### src/rtl/on_off_delay_timer.sv
// Holds the constant package and the on-delay and off-delay timer pair with its APB slave.
// Assumes triggers, wipe and external delay values come from logic on clock_in,
// and that the surrounding logic routes the selected block's actual value in.
`timescale 1ns/1ps
package delay_timer_pkg;
  localparam int unsigned ADDR_W           = 8;
  localparam int unsigned DATA_W           = 32;
  localparam int unsigned SPAN_W           = 17;
  // Clock and timebase figures
  localparam int unsigned CLK_PERIOD_NS    = 8;
  localparam int unsigned MS_TIME_NS       = 1000000;
  localparam int unsigned MS_TICK_CYCLES   = (MS_TIME_NS + CLK_PERIOD_NS - 1) / CLK_PERIOD_NS;
  localparam logic [3:0]  MS_PER_FINE      = 4'd10;
  localparam logic [6:0]  FINE_PER_SEC     = 7'd100;
  localparam logic [5:0]  SEC_PER_MIN      = 6'd60;
  // Register byte offsets
  localparam logic [7:0]  OFS_ON_CTRL      = 8'h00;
  localparam logic [7:0]  OFS_ON_PARAM     = 8'h04;
  localparam logic [7:0]  OFS_OFF_CTRL     = 8'h08;
  localparam logic [7:0]  OFS_OFF_PARAM    = 8'h0c;
  localparam logic [7:0]  OFS_STATUS       = 8'h10;
  localparam logic [7:0]  OFS_ON_ELAPSED   = 8'h14;
  localparam logic [7:0]  OFS_OFF_ELAPSED  = 8'h18;
  localparam logic [7:0]  OFS_ON_LIMIT     = 8'h1c;
  localparam logic [7:0]  OFS_OFF_LIMIT    = 8'h20;
  // Control register fields
  localparam int unsigned CTRL_SRC_BIT     = 0;
  localparam int unsigned CTRL_TB_LSB      = 1;
  localparam int unsigned CTRL_RETAIN_BIT  = 3;
  localparam int unsigned CTRL_BLK_LSB     = 8;
  localparam logic [15:0] CTRL_RESET       = 16'h0000;
  // Parameter register fields: minor part low byte, major part high byte
  localparam int unsigned PARAM_MINOR_LSB  = 0;
  localparam int unsigned PARAM_MAJOR_LSB  = 8;
  localparam logic [15:0] PARAM_RESET      = 16'h0000;
  // Timebase codes
  localparam logic [1:0]  TB_FINE          = 2'd0;
  localparam logic [1:0]  TB_MID           = 2'd1;
  localparam logic [1:0]  TB_COARSE        = 2'd2;
  // Value limits
  localparam logic [7:0]  MAJOR_MAX        = 8'd99;
  localparam logic [7:0]  HUND_MAX         = 8'd99;
  localparam logic [7:0]  SIXTY_MAX        = 8'd59;
  localparam logic [16:0] EXT_MS_MAX       = 17'd99990;
  localparam logic [16:0] EXT_SM_MAX       = 17'd5999;
endpackage : delay_timer_pkg

module on_off_delay_timer #(
  parameter int unsigned MS_CYCLES = delay_timer_pkg::MS_TICK_CYCLES
) (
  input  wire logic                                 clock_in,
  input  wire logic                                 srst_in,
  // APB slave
  input  wire logic [delay_timer_pkg::ADDR_W-1:0]   paddr_in,
  input  wire logic                                 psel_in,
  input  wire logic                                 penable_in,
  input  wire logic                                 pwrite_in,
  input  wire logic [delay_timer_pkg::DATA_W-1:0]   pwdata_in,
  input  wire logic [3:0]                           pstrb_in,
  output logic [delay_timer_pkg::DATA_W-1:0]        prdata_out,
  output logic                                      pready_out,
  output logic                                      pslverr_out,
  // On-delay timer
  input  wire logic                                 on_trigger_in,
  input  wire logic [31:0]                          on_ext_value_in,
  output logic [7:0]                                on_block_sel_out,
  output logic                                      on_timer_out,
  // Off-delay timer
  input  wire logic                                 off_trigger_in,
  input  wire logic                                 off_wipe_in,
  input  wire logic [31:0]                          off_ext_value_in,
  output logic [7:0]                                off_block_sel_out,
  output logic                                      off_timer_out
);
  import delay_timer_pkg::*;

  // Byte-lane merge for APB writes
  function automatic logic [15:0] merge16(input logic [15:0] old_v,
                                          input logic [31:0] wdata,
                                          input logic [3:0]  strb);
    logic [15:0] r;
    r = old_v;
    if (strb[0]) r[7:0]  = wdata[7:0];
    if (strb[1]) r[15:8] = wdata[15:8];
    return r;
  endfunction : merge16

  function automatic logic [7:0] cap8(input logic [7:0] v, input logic [7:0] lim);
    return (v > lim) ? lim : v;
  endfunction : cap8

  // Effective delay in ticks of the selected timebase
  function automatic logic [SPAN_W-1:0] delay_limit(input logic        src_ext,
                                                    input logic [1:0]  tb,
                                                    input logic [15:0] param,
                                                    input logic [31:0] ext);
    logic [7:0]        major;
    logic [7:0]        minor;
    logic [SPAN_W-1:0] ext_max;
    logic [SPAN_W-1:0] r;
    major   = cap8(param[PARAM_MAJOR_LSB +: 8], MAJOR_MAX);
    minor   = param[PARAM_MINOR_LSB +: 8];
    ext_max = (tb == TB_FINE) ? EXT_MS_MAX : EXT_SM_MAX;
    r       = '0;
    if (src_ext) begin
      // Signed value: negative saturates to zero, large to the maximum
      if (ext[31]) r = '0;
      else if (ext[30:0] > 31'(ext_max)) r = ext_max;
      else r = ext[SPAN_W-1:0];
    end else if (tb == TB_FINE) begin
      // ss:hh in hundredths of a second
      r = SPAN_W'(major) * SPAN_W'(FINE_PER_SEC) + SPAN_W'(cap8(minor, HUND_MAX));
    end else begin
      // mm:ss in seconds or hh:mm in minutes
      r = SPAN_W'(major) * SPAN_W'(SEC_PER_MIN) + SPAN_W'(cap8(minor, SIXTY_MAX));
    end
    return r;
  endfunction : delay_limit

  // Tick that advances the count for a source and timebase
  function automatic logic tick_for(input logic       src_ext,
                                    input logic [1:0] tb,
                                    input logic       t_ms,
                                    input logic       t_fine,
                                    input logic       t_sec,
                                    input logic       t_min);
    logic r;
    if (tb == TB_FINE) r = src_ext ? t_ms : t_fine;
    else if (tb == TB_MID) r = t_sec;
    else r = t_min;
    return r;
  endfunction : tick_for

  logic        tick_ms;
  logic        tick_fine;
  logic        tick_sec;
  logic        tick_min;

  timebase_tick #(.MS_CYCLES(MS_CYCLES)) u_tick (
    .clock_in      (clock_in),
    .srst_in       (srst_in),
    .tick_ms_out   (tick_ms),
    .tick_fine_out (tick_fine),
    .tick_sec_out  (tick_sec),
    .tick_min_out  (tick_min)
  );

  // Register file
  logic [15:0] on_ctrl;
  logic [15:0] on_param;
  logic [15:0] off_ctrl;
  logic [15:0] off_param;

  wire         setup_phase = psel_in && !penable_in;
  wire         access_wr   = psel_in && penable_in && pwrite_in;
  wire         hit_on_ctrl = (paddr_in == OFS_ON_CTRL);
  wire         hit_on_par  = (paddr_in == OFS_ON_PARAM);
  wire         hit_off_ctl = (paddr_in == OFS_OFF_CTRL);
  wire         hit_off_par = (paddr_in == OFS_OFF_PARAM);
  wire         hit_status  = (paddr_in == OFS_STATUS);
  wire         hit_on_el   = (paddr_in == OFS_ON_ELAPSED);
  wire         hit_off_el  = (paddr_in == OFS_OFF_ELAPSED);
  wire         hit_on_lim  = (paddr_in == OFS_ON_LIMIT);
  wire         hit_off_lim = (paddr_in == OFS_OFF_LIMIT);
  wire         hit_rw      = hit_on_ctrl || hit_on_par || hit_off_ctl || hit_off_par;
  wire         hit_ro      = hit_status || hit_on_el || hit_off_el || hit_on_lim || hit_off_lim;
  // Writes to read-only words are refused with an error, like unmapped ones
  wire         addr_ok     = pwrite_in ? hit_rw : (hit_rw || hit_ro);

  wire         on_src_ext  = on_ctrl[CTRL_SRC_BIT];
  wire [1:0]   on_tb       = on_ctrl[CTRL_TB_LSB +: 2];
  wire         on_retain   = on_ctrl[CTRL_RETAIN_BIT];
  wire         off_src_ext = off_ctrl[CTRL_SRC_BIT];
  wire [1:0]   off_tb      = off_ctrl[CTRL_TB_LSB +: 2];
  wire         off_retain  = off_ctrl[CTRL_RETAIN_BIT];

  // Retain choice frozen while reset is held: the control words clear at the
  // first reset edge, so a long reset would otherwise drop retained state.
  logic        on_keep;
  logic        off_keep;
  always_ff @(posedge clock_in) begin
    if (!srst_in) begin
      on_keep  <= on_retain;
      off_keep <= off_retain;
    end
  end

  always_ff @(posedge clock_in) begin
    if (srst_in) begin
      on_ctrl   <= CTRL_RESET;
      on_param  <= PARAM_RESET;
      off_ctrl  <= CTRL_RESET;
      off_param <= PARAM_RESET;
    end else if (access_wr) begin
      if (hit_on_ctrl) on_ctrl <= merge16(on_ctrl, pwdata_in, pstrb_in);
      if (hit_on_par) on_param <= merge16(on_param, pwdata_in, pstrb_in);
      if (hit_off_ctl) off_ctrl <= merge16(off_ctrl, pwdata_in, pstrb_in);
      if (hit_off_par) off_param <= merge16(off_param, pwdata_in, pstrb_in);
    end
  end

  // The block number only steers the external selector outside this block
  assign on_block_sel_out  = on_ctrl[CTRL_BLK_LSB +: 8];
  assign off_block_sel_out = off_ctrl[CTRL_BLK_LSB +: 8];

  // Delay limits and count ticks
  wire [SPAN_W-1:0] on_limit  = delay_limit(on_src_ext, on_tb, on_param, on_ext_value_in);
  wire [SPAN_W-1:0] off_limit = delay_limit(off_src_ext, off_tb, off_param, off_ext_value_in);
  wire              on_tick   = tick_for(on_src_ext, on_tb, tick_ms, tick_fine, tick_sec,
                                         tick_min);
  wire              off_tick  = tick_for(off_src_ext, off_tb, tick_ms, tick_fine, tick_sec,
                                         tick_min);

  // On-delay timer
  logic             on_trg_q;
  logic             on_running;
  logic [SPAN_W-1:0] on_elapsed;
  wire              on_rise     = on_trigger_in && !on_trg_q;
  wire [SPAN_W-1:0] on_next_cnt = on_elapsed + SPAN_W'(1);
  wire              on_expire   = on_running && on_tick && (on_next_cnt >= on_limit);

  always_ff @(posedge clock_in) begin
    if (srst_in) begin
      on_trg_q <= 1'b0;
      // Tested this way round so an unknown flag at power-up clears the state
      if (on_keep) begin
        on_running   <= on_running;
      end else begin
        on_running   <= 1'b0;
        on_elapsed   <= '0;
        on_timer_out <= 1'b0;
      end
    end else begin
      on_trg_q <= on_trigger_in;
      if (!on_trigger_in) begin
        on_running   <= 1'b0;
        on_elapsed   <= '0;
        on_timer_out <= 1'b0;
      end else if (on_rise) begin
        on_elapsed   <= '0;
        // A zero delay expires at once
        on_running   <= (on_limit != '0);
        on_timer_out <= (on_limit == '0);
      end else if (on_expire) begin
        on_running   <= 1'b0;
        on_elapsed   <= on_limit;
        on_timer_out <= 1'b1;
      end else if (on_running && on_tick) begin
        on_elapsed <= on_next_cnt;
      end
    end
  end

  // Off-delay timer
  logic             off_trg_q;
  logic             off_running;
  logic [SPAN_W-1:0] off_elapsed;
  wire              off_fall     = !off_trigger_in && off_trg_q;
  wire [SPAN_W-1:0] off_next_cnt = off_elapsed + SPAN_W'(1);
  wire              off_expire   = off_running && off_tick && (off_next_cnt >= off_limit);

  always_ff @(posedge clock_in) begin
    if (srst_in) begin
      off_trg_q <= 1'b0;
      // Tested this way round so an unknown flag at power-up clears the state
      if (off_keep) begin
        off_running   <= off_running;
      end else begin
        off_running   <= 1'b0;
        off_elapsed   <= '0;
        off_timer_out <= 1'b0;
      end
    end else begin
      off_trg_q <= off_trigger_in;
      if (off_wipe_in) begin
        off_running   <= 1'b0;
        off_elapsed   <= '0;
        off_timer_out <= 1'b0;
      end else if (off_trigger_in) begin
        // A new pulse cancels a running count; expiry restarts at its end
        off_running   <= 1'b0;
        off_elapsed   <= '0;
        off_timer_out <= 1'b1;
      end else if (off_fall && off_timer_out) begin
        off_elapsed   <= '0;
        off_running   <= (off_limit != '0);
        off_timer_out <= (off_limit != '0);
      end else if (off_expire) begin
        off_running   <= 1'b0;
        off_elapsed   <= off_limit;
        off_timer_out <= 1'b0;
      end else if (off_running && off_tick) begin
        off_elapsed <= off_next_cnt;
      end
    end
  end

  // Read data and error are captured in the setup cycle; no wait states
  logic [DATA_W-1:0] next_rdata;
  assign next_rdata =
      hit_on_ctrl ? {16'h0000, on_ctrl} :
      hit_on_par  ? {16'h0000, on_param} :
      hit_off_ctl ? {16'h0000, off_ctrl} :
      hit_off_par ? {16'h0000, off_param} :
      hit_status  ? {28'h0000000, off_running, on_running, off_timer_out, on_timer_out} :
      hit_on_el   ? {15'h0000, on_elapsed} :
      hit_off_el  ? {15'h0000, off_elapsed} :
      hit_on_lim  ? {15'h0000, on_limit} :
      hit_off_lim ? {15'h0000, off_limit} :
      32'h00000000;

  logic err_q;
  always_ff @(posedge clock_in) begin
    if (srst_in) begin
      prdata_out <= '0;
      err_q      <= 1'b0;
    end else if (setup_phase) begin
      prdata_out <= pwrite_in ? 32'h00000000 : next_rdata;
      err_q      <= !addr_ok;
    end
  end

  assign pready_out  = 1'b1;
  assign pslverr_out = psel_in && penable_in && err_q;
endmodule : on_off_delay_timer

### src/rtl/timebase_tick.sv
// Holds the shared timebase tick generator of the delay timer pair.
// Assumes the constant package is compiled first, one 125 MHz clock and a synchronous reset.
`timescale 1ns/1ps
module timebase_tick #(
  parameter int unsigned MS_CYCLES = delay_timer_pkg::MS_TICK_CYCLES
) (
  input  wire logic clock_in,
  input  wire logic srst_in,
  output logic      tick_ms_out,
  output logic      tick_fine_out,
  output logic      tick_sec_out,
  output logic      tick_min_out
);
  import delay_timer_pkg::*;

  logic [31:0] cyc;
  logic [3:0]  ms_cnt;
  logic [6:0]  fine_cnt;
  logic [5:0]  sec_cnt;
  wire         ms_wrap   = (cyc == 32'(MS_CYCLES - 1));
  wire         fine_wrap = ms_wrap && (ms_cnt == MS_PER_FINE - 4'd1);
  wire         sec_wrap  = fine_wrap && (fine_cnt == FINE_PER_SEC - 7'd1);
  wire         min_wrap  = sec_wrap && (sec_cnt == SEC_PER_MIN - 6'd1);

  // Ticks are cascaded so every coarser tick coincides with a finer one
  always_ff @(posedge clock_in) begin
    if (srst_in) begin
      cyc           <= '0;
      ms_cnt        <= '0;
      fine_cnt      <= '0;
      sec_cnt       <= '0;
      tick_ms_out   <= 1'b0;
      tick_fine_out <= 1'b0;
      tick_sec_out  <= 1'b0;
      tick_min_out  <= 1'b0;
    end else begin
      cyc           <= ms_wrap ? '0 : cyc + 32'd1;
      if (ms_wrap) ms_cnt <= fine_wrap ? '0 : ms_cnt + 4'd1;
      if (fine_wrap) fine_cnt <= sec_wrap ? '0 : fine_cnt + 7'd1;
      if (sec_wrap) sec_cnt <= min_wrap ? '0 : sec_cnt + 6'd1;
      tick_ms_out   <= ms_wrap;
      tick_fine_out <= fine_wrap;
      tick_sec_out  <= sec_wrap;
      tick_min_out  <= min_wrap;
    end
  end
endmodule : timebase_tick

### config.mk
export PLATFORM = sky130hd
export DESIGN_NAME = on_off_delay_timer
export DESIGN_NICKNAME = d
export VERILOG_FILES = /design/src/rtl/on_off_delay_timer.sv /design/src/rtl/timebase_tick.sv
export SDC_FILE = /design/constraint.sdc
export NUM_CORES = 1
export LEC_CHECK = 0
export ABC_AREA = 0
export BUFFER_PORTS_ARGS = -buffer_cell sky130_fd_sc_hd__buf_2
export CAP_MARGIN = 40
export CORE_UTILIZATION = 61
export CTS_CLUSTER_DIAMETER = 30
export CTS_CLUSTER_SIZE = 24
export DETAILED_ROUTE_END_ITERATION = 12
export PLACE_DENSITY = 0.91
export SYNTH_ARGS = -nofsm -noshare
export SYNTH_HDL_FRONTEND = slang
export SYNTH_SLANG_ARGS = --single-unit
### constraint.sdc
create_clock -name clock_in -period 8.14 [get_ports clock_in]
set_input_delay 0.814 -clock clock_in [delete_from_list [all_inputs] [get_ports clock_in]]
set_output_delay 0.814 -clock clock_in [all_outputs]
set_load 0.02 [all_outputs]
After elaboration in Yosys (flattened, before gate mapping) --
Cells that the tools add are included.
Word-level totals: bits in registers 192, latch bits 0, bits in writable memories 0, bits in read-only memories 0, input port bits 116, output and inout bits 52, logic and storage cells 184, memories 0
Cells by class: $add $sub $neg 10, $mul 4, div/mod/pow operators 0, magnitude comparators 10, equal/unequal tests 18, shifts and indexed selects 0, muxes and demuxes 67, bitwise gates (word level) 0, reduce and logical (&&, ||, !) cells 47
Operators by type and width (count):
- two-way mux 17 bit | 31
- > comparator 31 x 17 -> 1 bit | 2
- two-way mux 8 bit | 6
- adder 17 x 1 -> 17 bit, second input constant | 2
- greater-or-equal comparator 17 bit | 2
- nonzero test 17 bit | 2
- adder 15 x 8 -> 16 bit | 2
- adder 32 x 1 -> 32 bit, second input constant | 1
- equality test 32 x 17 -> 1 bit, second input constant | 1
- equality test 8 x 5 -> 1 bit, second input constant | 4
- > comparator 8 x 7 -> 1 bit, second input constant | 4
- two-way mux 16 bit | 2
- adder 14 x 8 -> 15 bit | 2
- multiplier 8 x 5 -> 13 bit, second input constant | 2
- two-way mux 1 bit | 25
- multiplier 8 x 4 -> 12 bit, second input constant | 2
- AND reduction 3 bit | 8
- zero test 17 bit | 1
- equality test 8 x 4 -> 1 bit, second input constant | 2
- > comparator 8 x 6 -> 1 bit, second input constant | 2
- logical AND 1 bit | 14
- equality test 8 x 3 -> 1 bit, second input constant | 1
- equality test 8 x 6 -> 1 bit, second input constant | 1
- zero test 8 bit | 1
- 20 further kinds | 36

Longest topological paths before layout --
Gate-level depths: netlist (run 1).
word-level depth 16, mapped depth 31, gate-level depth less buffers 28

By module --
Synthesis (run 1) repeated with hierarchy kept, for this count alone.
Second synthesis, totals: cells, all modules 2072, area total of the unflattened synthesis 16828.6 sq um
Modules (own cells, without submodules):
- on_off_delay_timer | times used 1, cells an instance 1765, area an instance 14202.4 sq um, seq. area each 2882.8 sq um
- timebase_tick | times used 1, cells an instance 307, area an instance 2626.3 sq um, seq. area each 1061.0 sq um

Worst setup path before layout (run 1) --
No wires, ideal clock.
path type reg-to-reg, start point register off_param[10], end point register off_elapsed[12], data pin, library setup time 0.275 ns, arrival 6.369 ns, required time 7.865 ns, setup slack 1.496 ns, stages on the path, launching flop included 25, buffers on the path 2, period minus slack after synthesis 6.644 ns, cell sequence dfxtp_1 clkbuf_1 o311a_1 or2_1 nor2_1 ha_1 ha_1 xor2_1 fa_1 ha_1 nand2_1 o21ai_0 nor4_1 or4_4 xnor2_1 a221oi_1 ha_1 o21a_1 nor2_1 a21oi_1 maj3_1 maj3_2 a311oi_4 buf_4 o31ai_1
Between the ends: word-level cells in the longest chain between the ends 13, elaborated cells on any way between the ends 15, those cells by class add/sub (2); mul (2); order compare (2); mux (8); reduce/logical (1)
Ends and longest elaborated chain:
- start, declared | RTL line on_off_delay_timer.sv:152 | logic [15:0] off_param;
- start signal, assigned | RTL line on_off_delay_timer.sv:198 | if (hit_off_par) off_param <= merge16(off_param, pwdata_in, pstrb_in);
- > comparator 8 x 7 -> 1 bit | RTL line on_off_delay_timer.sv:89 | return (v > lim) ? lim : v;
- two-way mux 8 bit * | RTL line on_off_delay_timer.sv:89
- multiplier 8 x 5 -> 13 bit or multiplier 8 x 4 -> 12 bit (tied branches) | RTL line on_off_delay_timer.sv:112, on_off_delay_timer.sv:115
- adder 15 x 8 -> 16 bit or adder 14 x 8 -> 15 bit (tied branches) | RTL line on_off_delay_timer.sv:112, on_off_delay_timer.sv:115
- two-way mux 16 bit * | RTL line on_off_delay_timer.sv:110 | end else if (tb == TB_FINE) begin
- two-way mux 17 bit * | RTL line on_off_delay_timer.sv:105 | if (src_ext) begin
- greater-or-equal comparator 17 bit | RTL line on_off_delay_timer.sv:260 | wire off_expire = off_running && off_tick && (off_next_cnt >= off_limit);
- logical AND 1 bit | RTL line on_off_delay_timer.sv:260
- two-way mux 17 bit * | RTL line on_off_delay_timer.sv:288 | end else if (off_expire) begin
- two-way mux 17 bit * | RTL line on_off_delay_timer.sv:284 | end else if (off_fall && off_timer_out) begin
- two-way mux 17 bit * | RTL line on_off_delay_timer.sv:279 | end else if (off_trigger_in) begin
- two-way mux 17 bit * | RTL line on_off_delay_timer.sv:275 | if (off_wipe_in) begin
- two-way mux 17 bit * | RTL line on_off_delay_timer.sv:263 | if (srst_in) begin
- end signal, assigned | RTL line on_off_delay_timer.sv:290 | off_elapsed <= off_limit;
- end signal, assigned | RTL line on_off_delay_timer.sv:293 | off_elapsed <= off_next_cnt;
- end, declared | RTL line on_off_delay_timer.sv:257 | logic [SPAN_W-1:0] off_elapsed;
Mark *: on every way between the ends. The rest lies on a longest branch, timed or not. A chain may end at the register's enable or synchronous reset.

Worst setup path in the final report (run 1) --
start point register on_param[13], end point register on_elapsed[4], data pin
Between the ends: word-level cells in the longest chain between the ends 12, elaborated cells on any way between the ends 14, those cells by class add/sub (2); mul (2); order compare (2); mux (7); reduce/logical (1)
Ends and longest elaborated chain:
- start, declared | RTL line on_off_delay_timer.sv:150 | logic [15:0] on_param;
- start signal, assigned | RTL line on_off_delay_timer.sv:196 | if (hit_on_par) on_param <= merge16(on_param, pwdata_in, pstrb_in);
- > comparator 8 x 7 -> 1 bit | RTL line on_off_delay_timer.sv:89
- two-way mux 8 bit * | RTL line on_off_delay_timer.sv:89
- multiplier 8 x 5 -> 13 bit or multiplier 8 x 4 -> 12 bit (tied branches) | RTL line on_off_delay_timer.sv:112, on_off_delay_timer.sv:115
- adder 15 x 8 -> 16 bit or adder 14 x 8 -> 15 bit (tied branches) | RTL line on_off_delay_timer.sv:112, on_off_delay_timer.sv:115
- two-way mux 16 bit * | RTL line on_off_delay_timer.sv:110
- two-way mux 17 bit * | RTL line on_off_delay_timer.sv:105
- greater-or-equal comparator 17 bit | RTL line on_off_delay_timer.sv:220 | wire on_expire = on_running && on_tick && (on_next_cnt >= on_limit);
- logical AND 1 bit | RTL line on_off_delay_timer.sv:220
- two-way mux 17 bit * | RTL line on_off_delay_timer.sv:244 | end else if (on_expire) begin
- two-way mux 17 bit * | RTL line on_off_delay_timer.sv:239 | end else if (on_rise) begin
- two-way mux 17 bit * | RTL line on_off_delay_timer.sv:235 | if (!on_trigger_in) begin
- two-way mux 17 bit * | RTL line on_off_delay_timer.sv:223 | if (srst_in) begin
- end signal, assigned | RTL line on_off_delay_timer.sv:246 | on_elapsed <= on_limit;
- end signal, assigned | RTL line on_off_delay_timer.sv:249 | on_elapsed <= on_next_cnt;
- end, declared | RTL line on_off_delay_timer.sv:217 | logic [SPAN_W-1:0] on_elapsed;
Marks and branches as above.

==> summary.txt, run 1 <==
Status
  • Status: complete, no violations

Detailed routing
  • Vias/cell: approximately 6.6
  • Routed wire length: slightly below 50 mm
  • Via count: around 16k
  • Residual DRC count: 0
  • WL per Instance: slightly above 20 um
  • Pre-antenna DRT Iters: 9
  • ANT nets after route: 0
  • Initial DRC Count: approximately 2.1k

Cells and area
  • Fill cells: ~2.1k
  • Layout Utilization: 67.9%
  • Ratio of cells with drive above 1 in the final layout: between 10 and 15%
  • Final non-filler cell total: roughly 2.4k
  • P&R area growth vs syn: 9.43%
  • Nets: 2371

Logic synthesis
  • Synthesized netlist cell count: roughly 2.0k
  • FF+latch count, synth: 177
  • Synthesis warning total: 0
  • Most common cell in the synthesized netlist: nor2_1
  • Mapped Area: 16100 sq um
  • Commonest cells post-synth: 253 x nor2_1, 153 x ha_1, 137 x dfxtp_1
  • Share of the synthesized area in the top cell type: ~17%
  • Top post-synthesis cells by area: dfxtp_1 17%, ha_1 12%, edfxtp_1 7.5%
  • Average size of a mapped cell: roughly 8 sq um
  • Cell taking the most area after synthesis: dfxtp_1
  • Post-synth ARST share: 0%
  • EDFF count, synth: 40
  • Top FF cell, synth: dfxtp_1
  • Seq/Total Area, Yosys: 24.5%
  • Post-synth cell types: 88

Timing
  • Setup violations, final: 0
  • Max Transition Viols Final: 0
  • Fin. Hold Viols: 0
  • Tmin final: 7330 ps
  • Final period util: 90.1%
  • Unrepaired setup endpoints after global routing: no
  • FMAX: ~140 MHz
  • Post-Route Skew: 21.9 ps
  • Setup tns final: 0 ps
  • Final worst setup slack: 808 ps
  • Worst rel slew slack: between 30% and 40%
  • Worst slew pin tran: 958 ps

Clock tree
  • Clock Pin Slew Worst Setup and Hold Paths: approximately 90 ps
  • Clock root cell: clkbuf_16
  • Cts bufs inserted: 17
  • CTS max path bufs: 2
  • Post-CTS Setup Bufs: 0
  • TritonCTS clock tree: done
  • CTS HTree Levels: 4
  • Clk Latency, worst-skew pair: between 400 and 500 ps
  • Post_cts resized: 0
  • Hold buffer count at CTS: 0
  • CTS Sinks: 177

Min path
  • Worst hold path type: register to register

Setup path
  • R2R Setup Slk: ~810 ps
  • Startpoint types: register
  • CP max-delay cell: a21o_1
  • R2R Path End: on_elapsed[4]
  • Depth of the worst register-to-register path: 28
  • CP Data Required Time: approximately 8300 ps
  • Crit-path most repeated cell: ha_1
  • Critical Path Source: on_param[13]
  • Arr. time, crit path: about 7500 ps
  • Worst Setup EP: on_elapsed[4]
  • Largest stage delay, worst path: a little over 600 ps
  • CP max FO: 20
  • FF-to-FF Start: on_param[13]
  • CP Capture Type: register
  • Crit path kind: register to register

Placement
  • DP HPWL: between 30 and 40 mm
  • Port bufs: approximately 130
  • Placer Congestion: 1.00
  • Pre-CTS setup slack: around 1000 ps
  • Placed cells: 2395

Floorplanning
  • Core ar.: 26000 sq um
  • Die X: 165 um
  • I/O pin cnt: approximately 170
  • Row count: 59
  • Die Ht: 165 um
  • Die Area: roughly 27000 sq um
  • Starting density of the core: 62.0%

Pwr
  • VDD IR-drop max: between 0.0001 and 0.00015 V
  • Power Total: 2.03 mW
  • Pleak: 7.91 nW
  • Pwr/cell area: approximately 120 nW/um^2

Global route
  • GRT Util Overall: about 36%
  • Largest net degree at the start of global routing: slightly above 80
  • First-pass GRT wire length: 76.4 mm
  • Initial antenna violation count: 3
  • Vias in the first global route: between 10k and 15k
  • GR Overflow Total: 0

Job
  • MaxCap Viol Count: 0
## critical path: cells and delay by family (launching register included)
family,cells,cell delay [ps]
mux,1,270
simple gates,8,1050
flops,1,530
buf+inv,1,130
fa+ha+maj,6,1720
compound gates,9,2830
xor+xnor,3,550
## per-layer routing
| layer | vias to the layer above | global-route usage (%) | share of wire (%) | routed length, um |
|---|---|---|---|---|
| met3 | 144 | 6.28 | 10 | 5090 |
| met5 | - | 0 | 0.026 | 13 |
| met2 | 929 | 58.3 | 45 | 22500 |
| met4 | 2 | 12.4 | 3.3 | 1640 |
| li1 | 7431 | - | - | - |
| met1 | 7562 | 47.8 | 41 | 20300 |
## cells in the final DEF (no fill, tap or decap), types with 34 or more instances in the layout
master and instances:
o21ai_0 113, inv_1 78, mux2i_1 91, conb_1 34
dfxtp_1 137, buf_2 134, xnor2_1 77, edfxtp_1 40
or3_1 35, nor3_1 36, nand3_1 66, and3_1 40
a211oi_1 39, a21oi_1 96, xor2_1 54, ha_1 153
nor2_1 253, nand2_1 132, nand4_1 37
## metrics by stage
stage          cell area [sq um]  hold WS (ps)
6_report                   17600           462
4_1_cts                    17600           458
3_3_place_gp               16900           438
3_5_place_dp               17000           448
2_1_floorplan              16200           424
5_1_grt                    17600           477
## cell families after synthesis
| logic type | after synthesis | synth area share, % |
|---|---|---|
| simple gates | 735 | 22.4 |
| compound gates | 472 | 19.8 |
| buf+inv | 184 | 5.16 |
| fa+ha+maj | 181 | 15.0 |
| flops | 177 | 24.5 |
| xor+xnor | 131 | 7.12 |
| mux | 95 | 5.93 |
| other cells | 2 | 0.0466 |
## worst min path at each step
stage                           to           start  cells past startpoint  slack, ps
finish              prdata_out[10]  prdata_out[10]                      2        460
global placement    prdata_out[10]  prdata_out[10]                      2        440
detailed placement  prdata_out[10]  prdata_out[10]                      2        450
CTS                 prdata_out[10]  prdata_out[10]                      2        460
floorplan                  on_keep      on_ctrl[3]                      0        420
global route        prdata_out[10]  prdata_out[10]                      2        480
## report_power, final
group / total, mW / switching [mW] / internal [mW]
Clock: 0.902 / 0.463 / 0.439
Sequential: 0.932 / 0.0206 / 0.911
Combinational: 0.198 / 0.123 / 0.0750
## layout make-up
class / instances / area [sq um] / area share, %
Antenna cell: 4 / 10.0 / 0.0568
Clock buffer: 17 / 425 / 2.41
Clock inverter: 15 / 233 / 1.32
Inverter: 80 / 300 / 1.70
Multi-Input combinational cell: 1648 / 11500 / 65.0
Timing Repair Buffer: 156 / 843 / 4.78
Tap cell: 335 / 419 / 2.38
Sequential cell: 177 / 3940 / 22.4
## flip-flops by register name, indices dropped and copies added (netlist names), 4 cells and up
signal	count
off_ctrl	16
off_elapsed	17
off_param	16
on_ctrl	16
on_elapsed	17
on_param	16
prdata_out	17
u_tick.cyc	32
u_tick.fine_cnt	7
u_tick.ms_cnt	4
u_tick.sec_cnt	6
(Power assumes the default switching activity.)
==> inputs of run 2 (changes only) <==
--- a/config.mk
+++ b/config.mk
@@ -9,10 +9,12 @@
 export BUFFER_PORTS_ARGS = -buffer_cell sky130_fd_sc_hd__buf_2
 export CAP_MARGIN = 40
 export CORE_UTILIZATION = 61
+export CTS_BUF_LIST = sky130_fd_sc_hd__clkbuf_16
 export CTS_CLUSTER_DIAMETER = 30
 export CTS_CLUSTER_SIZE = 24
 export DETAILED_ROUTE_END_ITERATION = 12
 export PLACE_DENSITY = 0.91
+export RECOVER_POWER = 25
 export SYNTH_ARGS = -nofsm -noshare
 export SYNTH_HDL_FRONTEND = slang
 export SYNTH_SLANG_ARGS = --single-unit
==> run 2 against run 1 <==
Effect of this change: the run now ends with capacitance limit, slew limit left; first-iteration DRC count is 1.0% higher; sequential share of layout area grew 0.073 points; non-clock buffer count is the same; wire length hardly changed; via count hardly changed; clock power hardly changed; die area unchanged; sequential power about the same; setup slack hardly changed; maximum frequency about the same; register-to-register slack is essentially flat; critical endpoint is now on_elapsed[6]; highest routed layer unchanged.
==> summary.txt, run 2 (synthesized netlist as in run 1, its figures left out) <==
Cells and area
  • P&R area growth vs syn: 9.07%
  • Ratio of cells with drive above 1 in the final layout: a little under a tenth
  • Post-route cell area: ~18000 sq um
  • Most frequent cells in the layout: 253 x nor2_1, 153 x ha_1, 137 x dfxtp_1, 132 x nand2_1, 113 x o21ai_0
  • Nets: roughly 2.4k
  • Most common cell after layout, fill and taps aside: nor2_1
  • Max reg flops: 32
  • Top reg by flops: u_tick.cyc
  • Layout Utilization: 67.6%

Timing
  • Tmin final: approximately 7300 ps
  • Fin. Hold Viols: 0
  • Setup tns final: 0 ps
  • Post-Route Skew: around 22 ps
  • FMAX: 136 MHz
  • Max Transition Viols Final: just over 80
  • Final period util: between 90% and 100%
  • Unrepaired setup endpoints after global routing: no
  • Worst slew pin tran: between 3000 and 4000 ps
  • Worst rel slew slack: -129%
  • Setup violations, final: 0

Min path
  • Hold EP: prdata_out[10]
  • Worst hold path type: register to register
  • Hold Startpoint: prdata_out[10]
  • Hold Path Depth: 2

Clock tree
  • Clk Latency, worst-skew pair: between 400 and 500 ps
  • Clock Pin Slew Worst Setup and Hold Paths: around 90 ps
  • Post-CTS Setup Bufs: 0
  • CTS max path bufs: 2
  • CTS HTree Levels: 4
  • Clock root cell: clkbuf_16
  • Cts bufs inserted: 17
  • Hold buffer count at CTS: 0
  • CTS Sinks: about 180
  • TritonCTS clock tree: done
  • Post_cts resized: 0

Setup path
  • R2R Setup Slk: ~810 ps
  • Arr. time, crit path: ~7500 ps
  • FF-to-FF Start: on_param[13]
  • Crit-path most repeated cell: ha_1
  • Depth of the worst register-to-register path: 28
  • R2R Path End: on_elapsed[6]
  • Startpoint types: register
  • CP max-delay cell: a21o_1
  • Largest stage delay, worst path: 620 ps
  • Crit path kind: register to register
  • CP Data Required Time: 8320 ps
  • CP max FO: 20
  • CP Capture Type: register

Floorplanning
  • Starting density of the core: around 62%
  • Row count: slightly below 60
  • Die X: roughly 160 um
  • Die Ht: approximately 160 um
  • I/O pin cnt: approximately 170
  • Core ar.: around 26000 sq um
  • Die Area: 27100 sq um

Placement
  • Port bufs: roughly 130
  • Placed cell areas: 17000 sq um
  • Placer Congestion: 1.00
  • DP HPWL: slightly below 40 mm

Global route
  • First-pass GRT wire length: between 70 and 80 mm
  • Initial antenna violation count: 3
  • GRT Util Overall: 35.9%
  • Largest net degree at the start of global routing: 82
  • Vias in the first global route: 14.8k
  • GR Overflow Total: 0

Pwr
  • Pleak: 7.74 nW
  • Power Total: roughly 2 mW
  • VDD IR-drop max: between 0.0001 and 0.00015 V
  • Pwr/cell area: 115 nW/um^2

Detailed routing
  • Initial DRC Count: about 2.1k
  • Pre-antenna DRT Iters: 6
  • Vias/cell: about 6.6
  • ANT nets after route: 0
  • Residual DRC count: 0
  • WL per Instance: just over 20 um
  • Via count: between 15k and 20k
  • Routed wire length: 49.4 mm

Status
  • Status: complete, but fails checks
  • Failing checks: capacitance limit, slew limit

Job
  • MaxCap Viol Count: 1
-- run 2: changes by cell type in the layout (fill, tap and decap cells not counted) --
cell	before	now
buf_2	134	97
inv_2	1	0
inv_1	78	79
buf_4	21	18
clkbuf_1	0	40
-- run 2: power breakdown --
group / total, mW / internal [mW] / switching (mW) / leakage (nW)
registers: 0.932 / 0.911 / 0.0207 / 1.55
clock network: 0.901 / 0.439 / 0.461 / 0.316
logic: 0.197 / 0.0740 / 0.123 / 5.87
total: 2.03 / 1.42 / 0.605 / 7.74
-- run 2: layout make-up --
class / instances / area, sq um
multi-input cells: 1648 / 11500
fillers: 2112 / 8410
flip-flops and latches: 177 / 3940
repair buffers: 156 / 786
clock buffers: 17 / 425
well taps: 335 / 419
inverters: 80 / 300
clock inverters: 15 / 233
diodes: 4 / 10.0
-- run 2: worst max-delay path: cells and delay by family, from the launching register on --
| family | cells | cell delay (ps) |
|---|---|---|
| fa+ha+maj | 6 | 1710 |
| mux | 1 | 250 |
| flops | 1 | 530 |
| xor+xnor | 3 | 550 |
| simple gates | 8 | 1070 |
| compound gates | 9 | 2810 |
| buf+inv | 1 | 130 |
-- run 2: through the flow --
stage	hold slack, ps	setup slack (ps)	std cells
floorplan	424	1500	2009
finish	458	809	2432
global route	480	367	2429
CTS	458	966	2427
detailed placement	448	1030	2395
global placement	438	1160	2391
-- run 2: worst max-delay path by stage --
stage | depth (start not counted) | end | start | slack, ps
final | 28 | on_elapsed[6] | on_param[13] | 810
after global routing | 28 | on_elapsed[6] | on_param[13] | 370
after CTS | 28 | on_elapsed[6] | on_param[13] | 970
after detailed placement | 28 | on_elapsed[6] | on_param[13] | 1030
after global placement | 28 | on_elapsed[16] | on_param[13] | 1160
after floorplan | 24 | off_elapsed[12] | off_param[10] | 1500
-- run 2: routing by layer --
| metal | vias to the layer above | global-route usage (%) | part of all wire [%] |
|---|---|---|---|
| li1 | 7433 | - | - |
| met1 | 7586 | 47.8 | 41 |
| met2 | 890 | 58.3 | 46 |
| met3 | 147 | 6.28 | 10 |
| met4 | 2 | 12.4 | 3.3 |
| met5 | - | 0 | 0.026 |
